### src/shared/status_pg_defines.svh
// constants for the status aggregation and power-good block
`ifndef STATUS_PG_DEFINES_SVH
`define STATUS_PG_DEFINES_SVH

// ----------------------------------------
// command codes
// ----------------------------------------
`define CMD_ALL_STATUS 8'hDB
`define CMD_PHASE_SUMMARY 8'hDC
`define CMD_PG_CONFIG 8'hE3

// ----------------------------------------
// phase selector values
// ----------------------------------------
`define PHASE_ALL 8'hFF
`define PHASE_ALL_ALT 8'h80
`define PHASE_NUM 4

// ----------------------------------------
// snapshot byte lanes
// ----------------------------------------
`define SNAP_MFR_HI 55
`define SNAP_MFR_LO 48
`define SNAP_OTHER_LO 40
`define SNAP_CML_HI 39
`define SNAP_CML_LO 32
`define SNAP_TEMP_LO 24
`define SNAP_INPUT_LO 16
`define SNAP_IOUT_LO 8
`define SNAP_VOUT_LO 0
`define CML_INVALID_BIT 7

// ----------------------------------------
// power-good configuration fields
// ----------------------------------------
`define PG_FALL_HI 15
`define PG_FALL_LO 12
`define PG_RISE_HI 11
`define PG_RISE_LO 8
`define PG_MASK_HI 7
`define PG_MASK_LO 0
`define PG_CONFIG_RESET 16'h0000
`define PHASE_SUMMARY_RESET 4'h0

`endif

### src/shared/status_pg_pkg.sv
// types for the status aggregation and power-good block
package status_pg_pkg;
   typedef logic [7:0] cmd_type;
   typedef logic [15:0] word_type;
   typedef logic [55:0] snapshot_type;
   typedef logic [15:0] delay_count_type;
   typedef enum logic [0:0] {
      pg_low_type_s = 1'b0,
      pg_high_type_s = 1'b1
   } pg_state_type;
endpackage : status_pg_pkg

### src/hw/status_phase_and_power_good.sv
// status snapshot, phase fault summary and power-good timing
`timescale 1ns/1ps
`include "status_pg_defines.svh"
//
// What this block does
// - a read of the all-status command returns the seven live status bytes in fixed lanes.
// - a write to a read-only command sets the communication fault, the invalid command bit and the alert.
// - a write to the all-status command clears no status bit.
// - with phase selector all, the phase summary read gives one fault bit per phase.
// - with a single phase selected, bit 0 of the summary shows whether that phase reports any fault.
// - summary bits of unassigned or disabled phases and bits 15:4 read as zero.
// - summary bits 3:0 are set by a fault of the matching phase and reset to zero.
// - power-good falls after an unmasked event by one switching clock for 0 or 2^N+1 for N.
// - power-good rises after all unmasked events end by one switching clock for 0 or 2^N+1.
// - an event whose mask bit is one cannot pull power-good low.
// - the power-good configuration is read-only while conversion is enabled.
// - power-good is low while disabled, during turn-on delay and rise, turn-off fall and fault stop.
// - the fall delay is bypassed during turn-off fall and fault shutdown or hiccup.
// - an unmasked fault whose response is continue-without-interruption does not pull it low.
// - fall and rise delays are timed by independent counters.

module status_phase_and_power_good (
   input wire logic clk,
   input wire logic rst_n,
   input wire logic cmd_wr,
   input wire logic cmd_rd,
   input wire status_pg_pkg::cmd_type cmd_code,
   input wire status_pg_pkg::word_type cmd_wdata,
   input wire logic [7:0] phase_sel,
   input wire logic [7:0] status_mfr,
   input wire logic [7:0] status_other,
   input wire logic [7:0] status_cml,
   input wire logic [7:0] status_temp,
   input wire logic [7:0] status_input,
   input wire logic [7:0] status_iout,
   input wire logic [7:0] status_vout,
   input wire logic cml_clear,
   input wire logic [3:0] phase_fault_evt,
   input wire logic [3:0] phase_enabled,
   input wire logic [7:0] pg_events,
   input wire logic [7:0] pg_event_continue,
   input wire logic conversion_enabled,
   input wire logic seq_ton_delay,
   input wire logic seq_ton_rise,
   input wire logic seq_toff_fall,
   input wire logic seq_fault_stop,
   input wire logic pwm_tick,
   input wire status_pg_pkg::word_type nvm_pg_config,
   output status_pg_pkg::snapshot_type rd_data,
   output logic rd_valid,
   output logic invalid_command_flag,
   output logic cml_fault_flag,
   output logic alert_req,
   output logic power_good_out
);

   // ----------------------------------------
   // state
   // ----------------------------------------
   status_pg_pkg::word_type power_good_config_q;
   logic nvm_loaded_q;
   logic [3:0] phase_fault_q;
   logic invalid_q;
   status_pg_pkg::snapshot_type rd_data_q;
   logic rd_valid_q;
   status_pg_pkg::pg_state_type pg_q;
   status_pg_pkg::delay_count_type fall_cnt_q;
   status_pg_pkg::delay_count_type rise_cnt_q;

   // ----------------------------------------
   // command decode
   // ----------------------------------------
   wire logic hit_all = (cmd_code == `CMD_ALL_STATUS);
   wire logic hit_phase = (cmd_code == `CMD_PHASE_SUMMARY);
   wire logic hit_pg = (cmd_code == `CMD_PG_CONFIG);
   // read-only write attempts
   wire logic wr_all = cmd_wr && hit_all;
   // config locked while converting
   wire logic wr_pg_locked = cmd_wr && hit_pg && conversion_enabled;
   wire logic wr_pg_ok = cmd_wr && hit_pg && !conversion_enabled;
   wire logic wr_phase = cmd_wr && hit_phase;
   wire logic invalid_evt = wr_all || wr_pg_locked;

   // ----------------------------------------
   // all-status snapshot
   // ----------------------------------------
   wire logic [7:0] cml_live = status_cml |
      ({7'h00, invalid_q} << `CML_INVALID_BIT);
   wire status_pg_pkg::snapshot_type snapshot = {status_mfr, status_other, cml_live,
      status_temp, status_input, status_iout, status_vout};

   // ----------------------------------------
   // phase summary
   // ----------------------------------------
   wire logic [3:0] phase_visible = phase_fault_q & phase_enabled;
   wire logic all_phases = (phase_sel == `PHASE_ALL) || (phase_sel == `PHASE_ALL_ALT);
   wire logic sel_in_range = (phase_sel < 8'(`PHASE_NUM));
   wire logic sel_fault = sel_in_range && phase_visible[phase_sel[1:0]];
   wire status_pg_pkg::word_type phase_word = all_phases ? {12'h000, phase_visible} :
      {15'h0000, sel_fault};

   wire status_pg_pkg::snapshot_type rd_mux =
      hit_all ? snapshot :
      hit_phase ? {40'h00_0000_0000, phase_word} :
      hit_pg ? {40'h00_0000_0000, power_good_config_q} :
      56'h00_0000_0000_0000;

   // ----------------------------------------
   // power-good qualification
   // ----------------------------------------
   wire logic [7:0] pg_mask = power_good_config_q[`PG_MASK_HI:`PG_MASK_LO];
   wire logic [3:0] fall_sel = power_good_config_q[`PG_FALL_HI:`PG_FALL_LO];
   wire logic [3:0] rise_sel = power_good_config_q[`PG_RISE_HI:`PG_RISE_LO];
   wire logic unmasked_evt = |(pg_events & ~pg_mask & ~pg_event_continue);
   wire logic force_low = !conversion_enabled || seq_ton_delay || seq_ton_rise ||
      seq_toff_fall || seq_fault_stop;
   wire status_pg_pkg::delay_count_type fall_len = (fall_sel == 4'h0) ? 16'h0001 :
      16'((17'h0_0001 << fall_sel) + 17'h0_0001);
   wire status_pg_pkg::delay_count_type rise_len = (rise_sel == 4'h0) ? 16'h0001 :
      16'((17'h0_0001 << rise_sel) + 17'h0_0001);
   wire logic fall_done = pwm_tick && (fall_cnt_q + 16'h0001 >= fall_len);
   wire logic rise_done = pwm_tick && (rise_cnt_q + 16'h0001 >= rise_len);

   // ----------------------------------------
   // configuration register
   // ----------------------------------------
   // load from non-volatile memory
   always_ff @(posedge clk) begin
      if (!rst_n) begin
         power_good_config_q <= `PG_CONFIG_RESET;
         nvm_loaded_q <= 1'b0;
      end else if (!nvm_loaded_q) begin
         power_good_config_q <= nvm_pg_config;
         nvm_loaded_q <= 1'b1;
      end else if (wr_pg_ok) begin
         power_good_config_q <= cmd_wdata;
      end
   end

   // ----------------------------------------
   // phase fault bits
   // ----------------------------------------
   // sticky per phase, set wins
   always_ff @(posedge clk) begin
      if (!rst_n) begin
         phase_fault_q <= `PHASE_SUMMARY_RESET;
      end else begin
         phase_fault_q <= phase_fault_evt |
            (phase_fault_q & ~(wr_phase ? cmd_wdata[3:0] : 4'h0));
      end
   end

   // ----------------------------------------
   // invalid command flag
   // ----------------------------------------
   // sticky, set wins over clear
   always_ff @(posedge clk) begin
      if (!rst_n) begin
         invalid_q <= 1'b0;
      end else begin
         invalid_q <= invalid_evt || (invalid_q && !cml_clear);
      end
   end

   // ----------------------------------------
   // read answer
   // ----------------------------------------
   always_ff @(posedge clk) begin
      if (!rst_n) begin
         rd_data_q <= 56'h00_0000_0000_0000;
         rd_valid_q <= 1'b0;
      end else begin
         rd_data_q <= cmd_rd ? rd_mux : rd_data_q;
         rd_valid_q <= cmd_rd;
      end
   end

   // ----------------------------------------
   // fall counter
   // ----------------------------------------
   always_ff @(posedge clk) begin
      if (!rst_n || !unmasked_evt || force_low || pg_q == status_pg_pkg::pg_low_type_s) begin
         fall_cnt_q <= 16'h0000;
      end else if (pwm_tick && !fall_done) begin
         fall_cnt_q <= fall_cnt_q + 16'h0001;
      end
   end

   // ----------------------------------------
   // rise counter
   // ----------------------------------------
   always_ff @(posedge clk) begin
      if (!rst_n || unmasked_evt || force_low || pg_q == status_pg_pkg::pg_high_type_s) begin
         rise_cnt_q <= 16'h0000;
      end else if (pwm_tick && !rise_done) begin
         rise_cnt_q <= rise_cnt_q + 16'h0001;
      end
   end

   // ----------------------------------------
   // power-good state
   // ----------------------------------------
   always_ff @(posedge clk) begin
      if (!rst_n) begin
         pg_q <= status_pg_pkg::pg_low_type_s;
      end else begin
         unique case (pg_q)
            status_pg_pkg::pg_high_type_s: begin
               if (force_low || (unmasked_evt && fall_done)) begin
                  pg_q <= status_pg_pkg::pg_low_type_s;
               end
            end
            status_pg_pkg::pg_low_type_s: begin
               if (!force_low && !unmasked_evt && rise_done) begin
                  pg_q <= status_pg_pkg::pg_high_type_s;
               end
            end
         endcase
      end
   end

   // ----------------------------------------
   // outputs
   // ----------------------------------------
   assign rd_data = rd_data_q;
   assign rd_valid = rd_valid_q;
   assign invalid_command_flag = invalid_q;
   assign cml_fault_flag = invalid_q;
   assign alert_req = invalid_q;
   assign power_good_out = (pg_q == status_pg_pkg::pg_high_type_s);

endmodule : status_phase_and_power_good

### config.mk
export PLATFORM = sky130hd
export DESIGN_NAME = status_phase_and_power_good
export DESIGN_NICKNAME = d
export VERILOG_FILES = /design/src/shared/status_pg_pkg.sv /design/src/hw/status_phase_and_power_good.sv
export VERILOG_INCLUDE_DIRS = /design/src /design/src/shared
export SDC_FILE = /design/constraint.sdc
export NUM_CORES = 1
export LEC_CHECK = 0
export ABC_AREA = 1
export BUFFER_PORTS_ARGS = -buffer_cell sky130_fd_sc_hd__buf_2
export CORE_ASPECT_RATIO = 1.75
export CORE_MARGIN = 2
export CORE_UTILIZATION = 40
export CTS_CLUSTER_DIAMETER = 30
export DETAILED_ROUTE_END_ITERATION = 16
export PLACE_DENSITY_LB_ADDON = 0.3
export SKIP_CTS_REPAIR_TIMING = 1
export SLEW_MARGIN = 5
export SYNTH_ARGS = -nofsm -noshare
export SYNTH_HDL_FRONTEND = slang
export SYNTH_SLANG_ARGS = --single-unit
export TNS_END_PERCENT = 20
### constraint.sdc
create_clock -name clk -period 3.6 [get_ports clk]
set_clock_uncertainty 0.2 [all_clocks]
set_input_delay 0.72 -clock clk [delete_from_list [all_inputs] [get_ports clk]]
set_output_delay 0.72 -clock clk [all_outputs]
set_load 0.02 [all_outputs]
==> out/summary.md, run 1 <==
* **maximum number of pins on one net before global-route repair** 73
* **final setup margin** 0.426 ns
* **post-synthesis compound-gate area fraction** 17.6%
* **global-route wire length before repair** 32000 um
* **DRC violation total after the first TritonRoute iteration** 255
* **clock tree from TritonCTS** built
* **Fill cells** 1706
* **Max Transition Viols Final** 0
* **floorplan die height** 176 um
* **proportion of netlist area held by the largest area contributor** 33.3%
* **CTS H-tree depth** 3
* **Post-synth EDFFs** 0
* **relative max-transition margin** 51.9%
* **Critical Path Start** power_good_config_q[8]$_SDFFE_PN0P_
* **worst-case register-to-register setup slack** 0.43 ns
* **total standard cell area after synthesis** 6730 sq um
* **total overflow reported by the global router** 0
* **Area after DPL** 7830 sq um
* **total die area** 17900 sq um
* **cell type contributing the most total cell area after synthesis** sky130_fd_sc_hd__dfxtp_1
* **Seq/Total Area, Yosys** 33.3%
* **met3 Track Usage GR** 3.90%
* **pre-CTS WS** 0.443 ns
* **minimum period implied by the final worst setup slack** 3.17 ns
* **endpoint of the worst register-to-register path** rise_cnt_q[6]$_SDFFE_PP0P_
* **Setup CP Type** reg -> reg
* **total clock buffers created by CTS** 9
* **destination of the critical timing path** rise_cnt_q[6]$_SDFFE_PP0P_
* **synthesis-to-finish area growth** 20.7%
* **global-route met2 utilization** 40.6%
* **fraction of layout instances using a drive strength above 1** 23.2%
* **global placer's final weighted congestion** 0.857
* **half-perimeter wire length after detailed placement** 15100 um
* **final instance area** 8130 sq um
* **final wirelength** 19400 um
* **Die X-Extent** 102 um
* **ys async rst share** 0%
* **post-route DRC violation count** 0
* **distinct cell type count after synthesis** 43
* **total clock sinks** 112
* **portion of netlist area occupied by mux cells** 2.38%
* **flop and latch count out of synthesis** 112
* **biggest area contributors in the synthesized netlist** sky130_fd_sc_hd__dfxtp_1 (33%), sky130_fd_sc_hd__nand2_1 (11%), sky130_fd_sc_hd__ha_1 (6.7%)
* **Max Clk Rate** 315 MHz
* **global-route total usage across every layer** 22.3%
* **per-cell routed wire length** 14.2 um
* **routing usage on met1** 25.0%
* **vias per inst** 5.02
* **Final ANT Viol Nets** 0
* **Starting Density** 40.9%
* **worst path arrival time** 3.22 ns
* **Vias** 6851
* **combinational family with the most area after synthesis** simple AND/OR/NAND/NOR gates
* **LEAKAGE** 3.99 nW
* **mean instance size in the synthesized netlist** 6.96 sq um
* **most frequent cells in the layout** sky130_fd_sc_hd__nand2_1 (205), sky130_fd_sc_hd__buf_2 (199), sky130_fd_sc_hd__dfxtp_1 (112)
* **max cap viols** 0
* **adder-cell share of the synthesized area** 6.69%
* **ys flop type** sky130_fd_sc_hd__dfxtp_1
* **Worst Tran Pin Value** 0.719 ns
* **number of iterations in the first detailed-routing pass** 5
* **Boundary Pins** 200
* **required time reported for the critical path endpoint** 3.64 ns
* **CTS Buffer Depth** 2
* **setup repair after global routing missed its margin** false
* **Synth Area in XOR/XNOR** 2.47%
* **Final Hold Violating Endpoints** 0
* **multi-input logic area** 3760 sq um
* **Syn Inst Count** 967
* **synth warn** 0
* **kind of launch point of the worst setup path** register
* **largest driver fanout on the critical path** 32
* **initial antenna violation count** 2
* **fin crit share** 88.2%
* **setup-violating endpoint count in the final report** 0
* **floorplan core area** 16400 sq um
* **maximum resistive drop on vdd** 0.194 mV
* **insertion delay of the later-clocked pin in the worst-skew pair** 0.35 ns
* **source of the worst register-to-register timing path** power_good_config_q[8]$_SDFFE_PN0P_
* **net total in the final layout** 1311
* **path depth of the worst reg2reg path** 16
* **Sum Neg Setup Slack** 0 ns
* **Worst setup EP type** register
* **Hold Path Class** reg -> reg
* **total area of sequential cells** 2240 sq um
* **row cnt** 62
* **most utilized layer in the global route result** met2
* **fraction of the mapped netlist area in simple logic gates** 26.7%
* **Port Buf Inserts** 199
* **most common library cell in the layout ignoring fill and taps** sky130_fd_sc_hd__nand2_1
* **diode insertion count for antenna repair** 0
* **Clock transition at path regs** 0.08 ns
* **Root Buffer Master** sky130_fd_sc_hd__clkbuf_16
* **ratio of total power to cell area** 350 nW/um^2
* **status** finished clean
* **via count of the first global-routing pass** 6788
==> synth_stat cells (5+ instances only) <==
library cell and n:
sky130_fd_sc_hd__o21ai_0 64, sky130_fd_sc_hd__a21oi_1 78, sky130_fd_sc_hd__ha_1 36, sky130_fd_sc_hd__inv_1 108, sky130_fd_sc_hd__nor3_1 11, sky130_fd_sc_hd__nor2_1 88
sky130_fd_sc_hd__dfxtp_1 112, sky130_fd_sc_hd__nand2_1 205, sky130_fd_sc_hd__nand3_1 35, sky130_fd_sc_hd__o21ai_1 11, sky130_fd_sc_hd__inv_2 18, sky130_fd_sc_hd__nor3_2 5
sky130_fd_sc_hd__o211ai_1 24, sky130_fd_sc_hd__mux2i_1 16, sky130_fd_sc_hd__xor2_1 19, sky130_fd_sc_hd__o21bai_1 17, sky130_fd_sc_hd__buf_2 16, sky130_fd_sc_hd__nand4_1 31
sky130_fd_sc_hd__clkbuf_1 24
==> sequential cells by signal (all words and copies together) (netlist names) <==
signal               cells
fall_cnt_q              16
phase_fault_q            4
rd_data                 56
nvm_loaded_q             1
power_good_config_q     16
rise_cnt_q              16
power_good_out           1
rd_valid                 1
alert_req                1
==> worst min-delay path by stage <==
stage / start / endpoint / slack [ns] / depth (start not counted)
finish: rd_data[3]$_SDFFE_PN0P_ / rd_data[3]$_SDFFE_PN0P_ / 0.27 / 2
global route: rd_data[1]$_SDFFE_PN0P_ / rd_data[1]$_SDFFE_PN0P_ / 0.30 / 2
global placement: rd_data[3]$_SDFFE_PN0P_ / rd_data[3]$_SDFFE_PN0P_ / 0.26 / 2
CTS: rd_data[3]$_SDFFE_PN0P_ / rd_data[3]$_SDFFE_PN0P_ / 0.27 / 2
floorplan: phase_fault_q[0]$_SDFF_PN0_ / phase_fault_q[0]$_SDFF_PN0_ / 0.26 / 2
detailed placement: rd_data[3]$_SDFFE_PN0P_ / rd_data[3]$_SDFFE_PN0P_ / 0.26 / 2
==> per-stage QoR <==
stage / hold WS (ns) / util (%) / std cells / total power [mW]
floorplan: 0.255 / - / 968 / 1.67
global placement: 0.257 / 47.6 / 1349 / 1.84
detailed placement: 0.260 / 47.6 / 1349 / 1.85
CTS: 0.272 / 49.4 / 1365 / 2.88
global route: 0.298 / 49.4 / 1365 / 2.99
finish: 0.272 / 49.4 / 1365 / 2.85
==> layer usage <==
| layer | share of wire (%) | up-vias | wire [um] |
|---|---|---|---|
| li1 | - | 3525 | - |
| met1 | 39 | 3081 | 7510 |
| met2 | 52 | 193 | 10200 |
| met3 | 5.3 | 48 | 1020 |
| met4 | 3.5 | 4 | 673 |
| met5 | 0.098 | - | 19 |
==> cell type report <==
type	count	share of cell area, %
timing repair buffer	207	13.1
clock buffer	10	2.94
clock inverter	6	0.708
inverter	127	5.88
sequential	112	27.6
multi-input combinational	679	46.3
tap	224	3.45
==> report_power, final <==
part           total (mW)  switching, mW  internal (mW)
Sequential           1.33         0.0408           1.28
Clock                1.03          0.521          0.507
Combinational       0.494          0.310          0.185
Total                2.85          0.871           1.98
==> kinds of logic after synthesis <==
family / Yosys count
mux: 16
simple gates: 399
flops: 112
compound gates: 207
fa+ha+maj: 36
xor+xnor: 19
buf+inv: 177
other cells: 1
==> worst max-delay path: stages (launching register included) <==
cell	delay, ns
sky130_fd_sc_hd__dfxtp_1	0.54
sky130_fd_sc_hd__inv_1	0.20
sky130_fd_sc_hd__nor4_1	0.29
sky130_fd_sc_hd__ha_1	0.22
sky130_fd_sc_hd__o21ai_0	0.09
sky130_fd_sc_hd__a21o_1	0.17
sky130_fd_sc_hd__ha_1	0.26
sky130_fd_sc_hd__nand2_1	0.04
sky130_fd_sc_hd__inv_1	0.07
sky130_fd_sc_hd__nand3_1	0.07
sky130_fd_sc_hd__nor3_1	0.18
sky130_fd_sc_hd__nand2_1	0.12
sky130_fd_sc_hd__nand4_2	0.10
sky130_fd_sc_hd__buf_4	0.31
sky130_fd_sc_hd__nand2_1	0.09
sky130_fd_sc_hd__inv_1	0.07
sky130_fd_sc_hd__nor2_1	0.04
Power figures use the tool's default switching activity.
==> run 2: changes to the inputs <==
--- a/config.mk
+++ b/config.mk
@@ -13,7 +13,6 @@
 export CORE_UTILIZATION = 40
 export CTS_CLUSTER_DIAMETER = 30
 export DETAILED_ROUTE_END_ITERATION = 16
-export PLACE_DENSITY_LB_ADDON = 0.3
 export SKIP_CTS_REPAIR_TIMING = 1
 export SLEW_MARGIN = 5
 export SYNTH_ARGS = -nofsm -noshare
==> run 2 against run 1 <==
Effect of this change:
- setup slack worse by 0.087 ns
- design area grew 0.86%
- non-clock buffer count rose by 2
- routed wire length increased by 3.2%
- utilization grew 0.43 points
- clock power up 9.7%
- die area unchanged
- sequential share of layout area fell by 0.24 points
- highest routed layer unchanged
==> out/summary.md, run 2 (synthesis results as in run 1) <==
* **max cap viols** 0
* **synthesis-to-finish area growth** 21.8%
* **Final ANT Viol Nets** 0
* **clock tree from TritonCTS** built
* **Boundary Pins** 200
* **kind of launch point of the worst setup path** register
* **CTS H-tree depth** 3
* **floorplan die height** 176 um
* **total clock buffers created by CTS** 9
* **most frequent CP cell** sky130_fd_sc_hd__nand2_1
* **net total in the final layout** 1313
* **global-route total usage across every layer** 23.1%
* **total overflow reported by the global router** 0
* **worst path buffer plus inverter count** 3
* **vias per inst** 4.95
* **DRC violation total after the first TritonRoute iteration** 257
* **max incr delay on CP** 0.57 ns
* **required time reported for the critical path endpoint** 3.66 ns
* **setup-violating endpoint count in the final report** 0
* **per-cell routed wire length** 14.7 um
* **maximum resistive drop on vdd** 0.317 mV
* **CP Cell Sequence** inv_1 -> nor4_1 -> ha_1 -> o21ai_0 -> a21o_1 -> ha_1 -> nand2_1 -> inv_1 -> nand2_1 -> nand2_1 -> nand2_1 -> nand2_1 -> nand2_1 -> nand4_2 -> buf_12 -> o21bai_1 -> nor2_1
* **master of the slowest instance on the critical path** sky130_fd_sc_hd__dfxtp_1
* **setup repair after global routing missed its margin** false
* **half-perimeter wire length after detailed placement** 15400 um
* **most common library cell in the layout ignoring fill and taps** sky130_fd_sc_hd__nand2_1
* **Area after DPL** 7870 sq um
* **final instance area** 8200 sq um
* **status** finished clean
* **Max Clk Rate** 307 MHz
* **Starting Density** 40.9%
* **CTS Buffer Depth** 2
* **Port Buf Inserts** 199
* **max FFs per register** 56
* **via count of the first global-routing pass** 6683
* **Sum Neg Setup Slack** 0 ns
* **Die X-Extent** 102 um
* **Max Transition Viols Final** 0
* **row cnt** 62
* **ratio of total power to cell area** 361 nW/um^2
* **Root Buffer Master** sky130_fd_sc_hd__clkbuf_16
* **worst path arrival time** 3.32 ns
* **total clock sinks** 112
* **Final Hold Violating Endpoints** 0
* **Hold Path Class** reg -> reg
* **post-route DRC violation count** 0
* **initial antenna violation count** 1
* **final wirelength** 20000 um
* **global-route wire length before repair** 32400 um
* **diode insertion count for antenna repair** 0
* **Setup CP Type** reg -> reg
* **number of iterations in the first detailed-routing pass** 4
* **fraction of layout instances using a drive strength above 1** 23.4%
* **kind of cell with the highest combined delay on the critical path** simple AND/OR/NAND/NOR gates
* **Clock transition at path regs** 0.08 ns
* **insertion delay of the later-clocked pin in the worst-skew pair** 0.36 ns
* **fin crit share** 90.6%
* **Worst Tran Pin Value** 0.715 ns
* **minimum period implied by the final worst setup slack** 3.26 ns
* **LEAKAGE** 4.02 nW
* **Vias** 6760
* **total die area** 17900 sq um
* **largest driver fanout on the critical path** 20
* **maximum number of pins on one net before global-route repair** 55
* **relative max-transition margin** 52.4%
* **global placer's final weighted congestion** 0.851
* **most frequent cells in the layout** sky130_fd_sc_hd__nand2_1 (205), sky130_fd_sc_hd__buf_2 (199), sky130_fd_sc_hd__dfxtp_1 (112)
* **floorplan core area** 16400 sq um
* **Worst setup EP type** register
[run 2: cell count changes in the layout (fill, tap and decap cells not counted), sizes merged]
cell      change
clkbuf        -1
bufinv        +2
clkinvlp      +1
buf           +2
clkinv        -2
[run 2: final timing paths]
check	start	to	slack, ns	cells after the start
hold reg to reg	rd_data[1]$_SDFFE_PN0P_	rd_data[1]$_SDFFE_PN0P_	0.27	2
hold / removal	rd_data[1]$_SDFFE_PN0P_	rd_data[1]$_SDFFE_PN0P_	0.27	2
setup / recovery	power_good_config_q[8]$_SDFFE_PN0P_	rise_cnt_q[14]$_SDFFE_PP0P_	0.34	17
setup reg to reg	power_good_config_q[8]$_SDFFE_PN0P_	rise_cnt_q[14]$_SDFFE_PP0P_	0.34	17
[run 2: metal layers]
metal,part of all wire [%],vias to the layer above,track usage (%)
li1,-,3517,-
met1,39,3025,25.4
met2,53,184,42.2
met3,5.7,32,5.45
met4,2.5,2,8.44
met5,0.055,-,0
[run 2: layout make-up]
| type | count | area, sq um |
|---|---|---|
| Clock buffer | 9 | 225 |
| Tap cell | 224 | 280 |
| Fill cell | 1797 | 8250 |
| Sequential cell | 112 | 2240 |
| Timing Repair Buffer | 209 | 1110 |
| Multi-Input combinational cell | 679 | 3760 |
| Inverter | 127 | 478 |
| Clock inverter | 7 | 101 |
[run 2: per-stage QoR]
stage / std cells / hold slack (ns) / setup slack [ns] / utilization (%) / total power [mW]
6_report: 1367 / 0.274 / 0.339 / 49.9 / 2.96
3_5_place_dp: 1351 / 0.260 / 0.382 / 47.9 / 1.86
2_1_floorplan: 968 / 0.255 / 0.788 / - / 1.67
4_1_cts: 1367 / 0.274 / 0.364 / 49.9 / 2.99
3_3_place_gp: 1351 / 0.254 / 0.447 / 47.9 / 1.85
5_1_grt: 1367 / 0.295 / 0.00600 / 49.9 / 3.11
[run 2: worst reg2reg max path, delay by kind of cell (launching register included)]
| family | cells | cell delay (ns) |
|---|---|---|
| and+or+nand+nor | 9 | 1.02 |
| DFF | 1 | 0.57 |
| buffers and inverters | 3 | 0.53 |
| adders and majority gates | 2 | 0.47 |
| AOI/OAI and AO/OA | 3 | 0.39 |
[run 2: power breakdown]
part | switching (mW) | internal [mW] | leakage (nW)
clock | 0.512 | 0.620 | 0.158
sequential | 0.0353 | 1.28 | 0.918
combinational | 0.316 | 0.191 | 2.94
==> run 3: changes to the inputs <==
==> constraint.sdc (replaced) <==
create_clock -name clk -period 3.3 [get_ports clk]
set_clock_uncertainty 0.2 [all_clocks]
set_input_delay 0.66 -clock clk [delete_from_list [all_inputs] [get_ports clk]]
set_output_delay 0.66 -clock clk [all_outputs]
set_load 0.02 [all_outputs]
==> run 3 against run 2 <==
Effect of this change:
- routed wire length rose by 0.33%
- via count rose by 1.1%
- combinational power rose by 12%
- total power rose by 8.3%
- critical path depth fell by 3
- setup slack got worse by 0.056 ns
- fmax rose by 8.1%
- sequential share of layout area fell by 0.29 points
- cell count rose by 0.73%
- hold slack barely moved
- critical path type unchanged
- largest power group unchanged
==> out/summary.md, run 3 (synthesis results as in run 1) <==
* **number of iterations in the first detailed-routing pass** 5
* **final setup margin** 0.283 ns
* **CTS H-tree depth** 3
* **Max Clk Rate** 331 MHz
* **kind of launch point of the worst setup path** register
* **source of the worst register-to-register timing path** fall_cnt_q[6]$_SDFFE_PP0P_
* **half-perimeter wire length after detailed placement** 15600 um
* **maximum number of pins on one net before global-route repair** 80
* **diode insertion count for antenna repair** 0
* **max cap viols** 0
* **post-route DRC violation count** 0
* **per-cell routed wire length** 14.6 um
* **Boundary Pins** 200
* **Die X-Extent** 102 um
* **fin crit share** 91.4%
* **net total in the final layout** 1323
* **initial antenna violation count** 0
* **Clock transition at path regs** 0.08 ns
* **Max Transition Viols Final** 0
* **Setup CP Type** reg -> reg
* **total overflow reported by the global router** 0
* **most common library cell in the layout ignoring fill and taps** sky130_fd_sc_hd__nand2_1
* **total clock sinks** 112
* **Hold Path Class** reg -> reg
* **cell-internal power** 2.24 mW
* **DRC violation total after the first TritonRoute iteration** 234
* **Area after DPL** 7930 sq um
* **maximum resistive drop on vdd** 0.343 mV
* **Worst setup EP type** register
* **largest driver fanout on the critical path** 14
* **global placer's final weighted congestion** 0.879
* **CTS Buffer Depth** 2
* **floorplan core area** 16400 sq um
* **setup-violating endpoint count in the final report** 0
* **worst-case register-to-register setup slack** 0.28 ns
* **row cnt** 62
* **floorplan die height** 176 um
* **Port Buf Inserts** 199
* **status** finished clean
* **sequential group share of total power** 45.0%
* **final instance area** 8290 sq um
* **relative max-transition margin** 53.9%
* **global-route wire length before repair** 32700 um
* **pre-CTS WS** 0.0668 ns
* **fraction of power consumed by combinational cells** 17.8%
* **total die area** 17900 sq um
* **via count of the first global-routing pass** 6726
* **vias per inst** 4.97
* **clock share of power** 37.3%
* **Root Buffer Master** sky130_fd_sc_hd__clkbuf_16
* **switching share of power** 30.2%
* **total clock buffers created by CTS** 9
* **final wirelength** 20100 um
* **Worst Tran Pin Value** 0.690 ns
* **global-route total usage across every layer** 23.1%
* **ratio of total power to cell area** 386 nW/um^2
* **Critical Path Start** fall_cnt_q[6]$_SDFFE_PP0P_
* **max FFs per register** 56
* **required time reported for the critical path endpoint** 3.36 ns
* **Starting Density** 40.9%
* **worst path arrival time** 3.08 ns
* **LEAKAGE** 4.07 nW
* **synthesis-to-finish area growth** 23.2%
* **Vias** 6837
* **clock tree from TritonCTS** built
* **most frequent cells in the layout** sky130_fd_sc_hd__nand2_1 (205), sky130_fd_sc_hd__buf_2 (199), sky130_fd_sc_hd__dfxtp_1 (111)
* **insertion delay of the later-clocked pin in the worst-skew pair** 0.37 ns
* **hold path startpoint** rd_data[1]$_SDFFE_PN0P_
* **fraction of layout instances using a drive strength above 1** 24.3%
* **net switching power of the design** 969 uW
* **minimum period implied by the final worst setup slack** 3.02 ns
* **setup repair after global routing missed its margin** true
* **Final ANT Viol Nets** 0
* **Final Hold Violating Endpoints** 0
## run 3: path summary, 6_finish.rpt
check	to	cells after the start
max reg2reg	fall_cnt_q[14]$_SDFFE_PP0P_	14
min reg2reg	rd_data[1]$_SDFFE_PN0P_	2
max	fall_cnt_q[14]$_SDFFE_PP0P_	14
min	rd_data[1]$_SDFFE_PN0P_	2
## run 3: metrics by stage
step / total power, mW / std cells / hold slack, ns / util (%) / setup TNS, ns
finish: 3.20 / 1377 / 0.274 / 50.4 / 0
global route: 3.38 / 1377 / 0.305 / 50.4 / -0.0109
CTS: 3.23 / 1374 / 0.278 / 50.2 / 0
detailed placement: 2.03 / 1358 / 0.264 / 48.2 / 0
global placement: 2.03 / 1358 / 0.257 / 48.2 / 0
floorplan: 1.82 / 968 / 0.255 / - / 0
## run 3: critical path, stage by stage (launching register included)
cell and delay [ns]:
sky130_fd_sc_hd__dfxtp_1 0.44, sky130_fd_sc_hd__nand2_1 0.11, sky130_fd_sc_hd__nor2_1 0.17, sky130_fd_sc_hd__nand2_1 0.09, sky130_fd_sc_hd__buf_4 0.15, sky130_fd_sc_hd__nor3_2 0.12, sky130_fd_sc_hd__xor2_1 0.16, sky130_fd_sc_hd__inv_1 0.10
sky130_fd_sc_hd__ha_1 0.33, sky130_fd_sc_hd__a21oi_1 0.20, sky130_fd_sc_hd__o21ai_1 0.12, sky130_fd_sc_hd__a21oi_4 0.28, sky130_fd_sc_hd__nand3_4 0.22, sky130_fd_sc_hd__nor2_1 0.16, sky130_fd_sc_hd__nor2_1 0.06
## run 3: metal layers
metal | vias up | wire, um | global-route usage, %
li1 | 3550 | - | -
met1 | 3073 | 7860 | 26.0
met2 | 188 | 10600 | 42.3
met3 | 26 | 1210 | 4.97
met4 | 0 | 442 | 7.67
met5 | - | 0 | 0
## run 3: final cells by class
class / instances / area, sq um
repair buffers: 218 / 1180
clock inverters: 7 / 100
flip-flops and latches: 112 / 2240
well taps: 224 / 280
fillers: 1764 / 8150
clock buffers: 9 / 225
inverters: 127 / 478
multi-input cells: 680 / 3790
## run 3: power by group through the flow
stage	logic, mW	clock network, mW	registers (mW)
2_1_floorplan	0.330	0	1.49
3_3_place_gp	0.560	0	1.47
3_5_place_dp	0.564	0	1.47
4_1_cts	0.566	1.22	1.44
5_1_grt	0.647	1.28	1.45
6_report	0.569	1.19	1.44
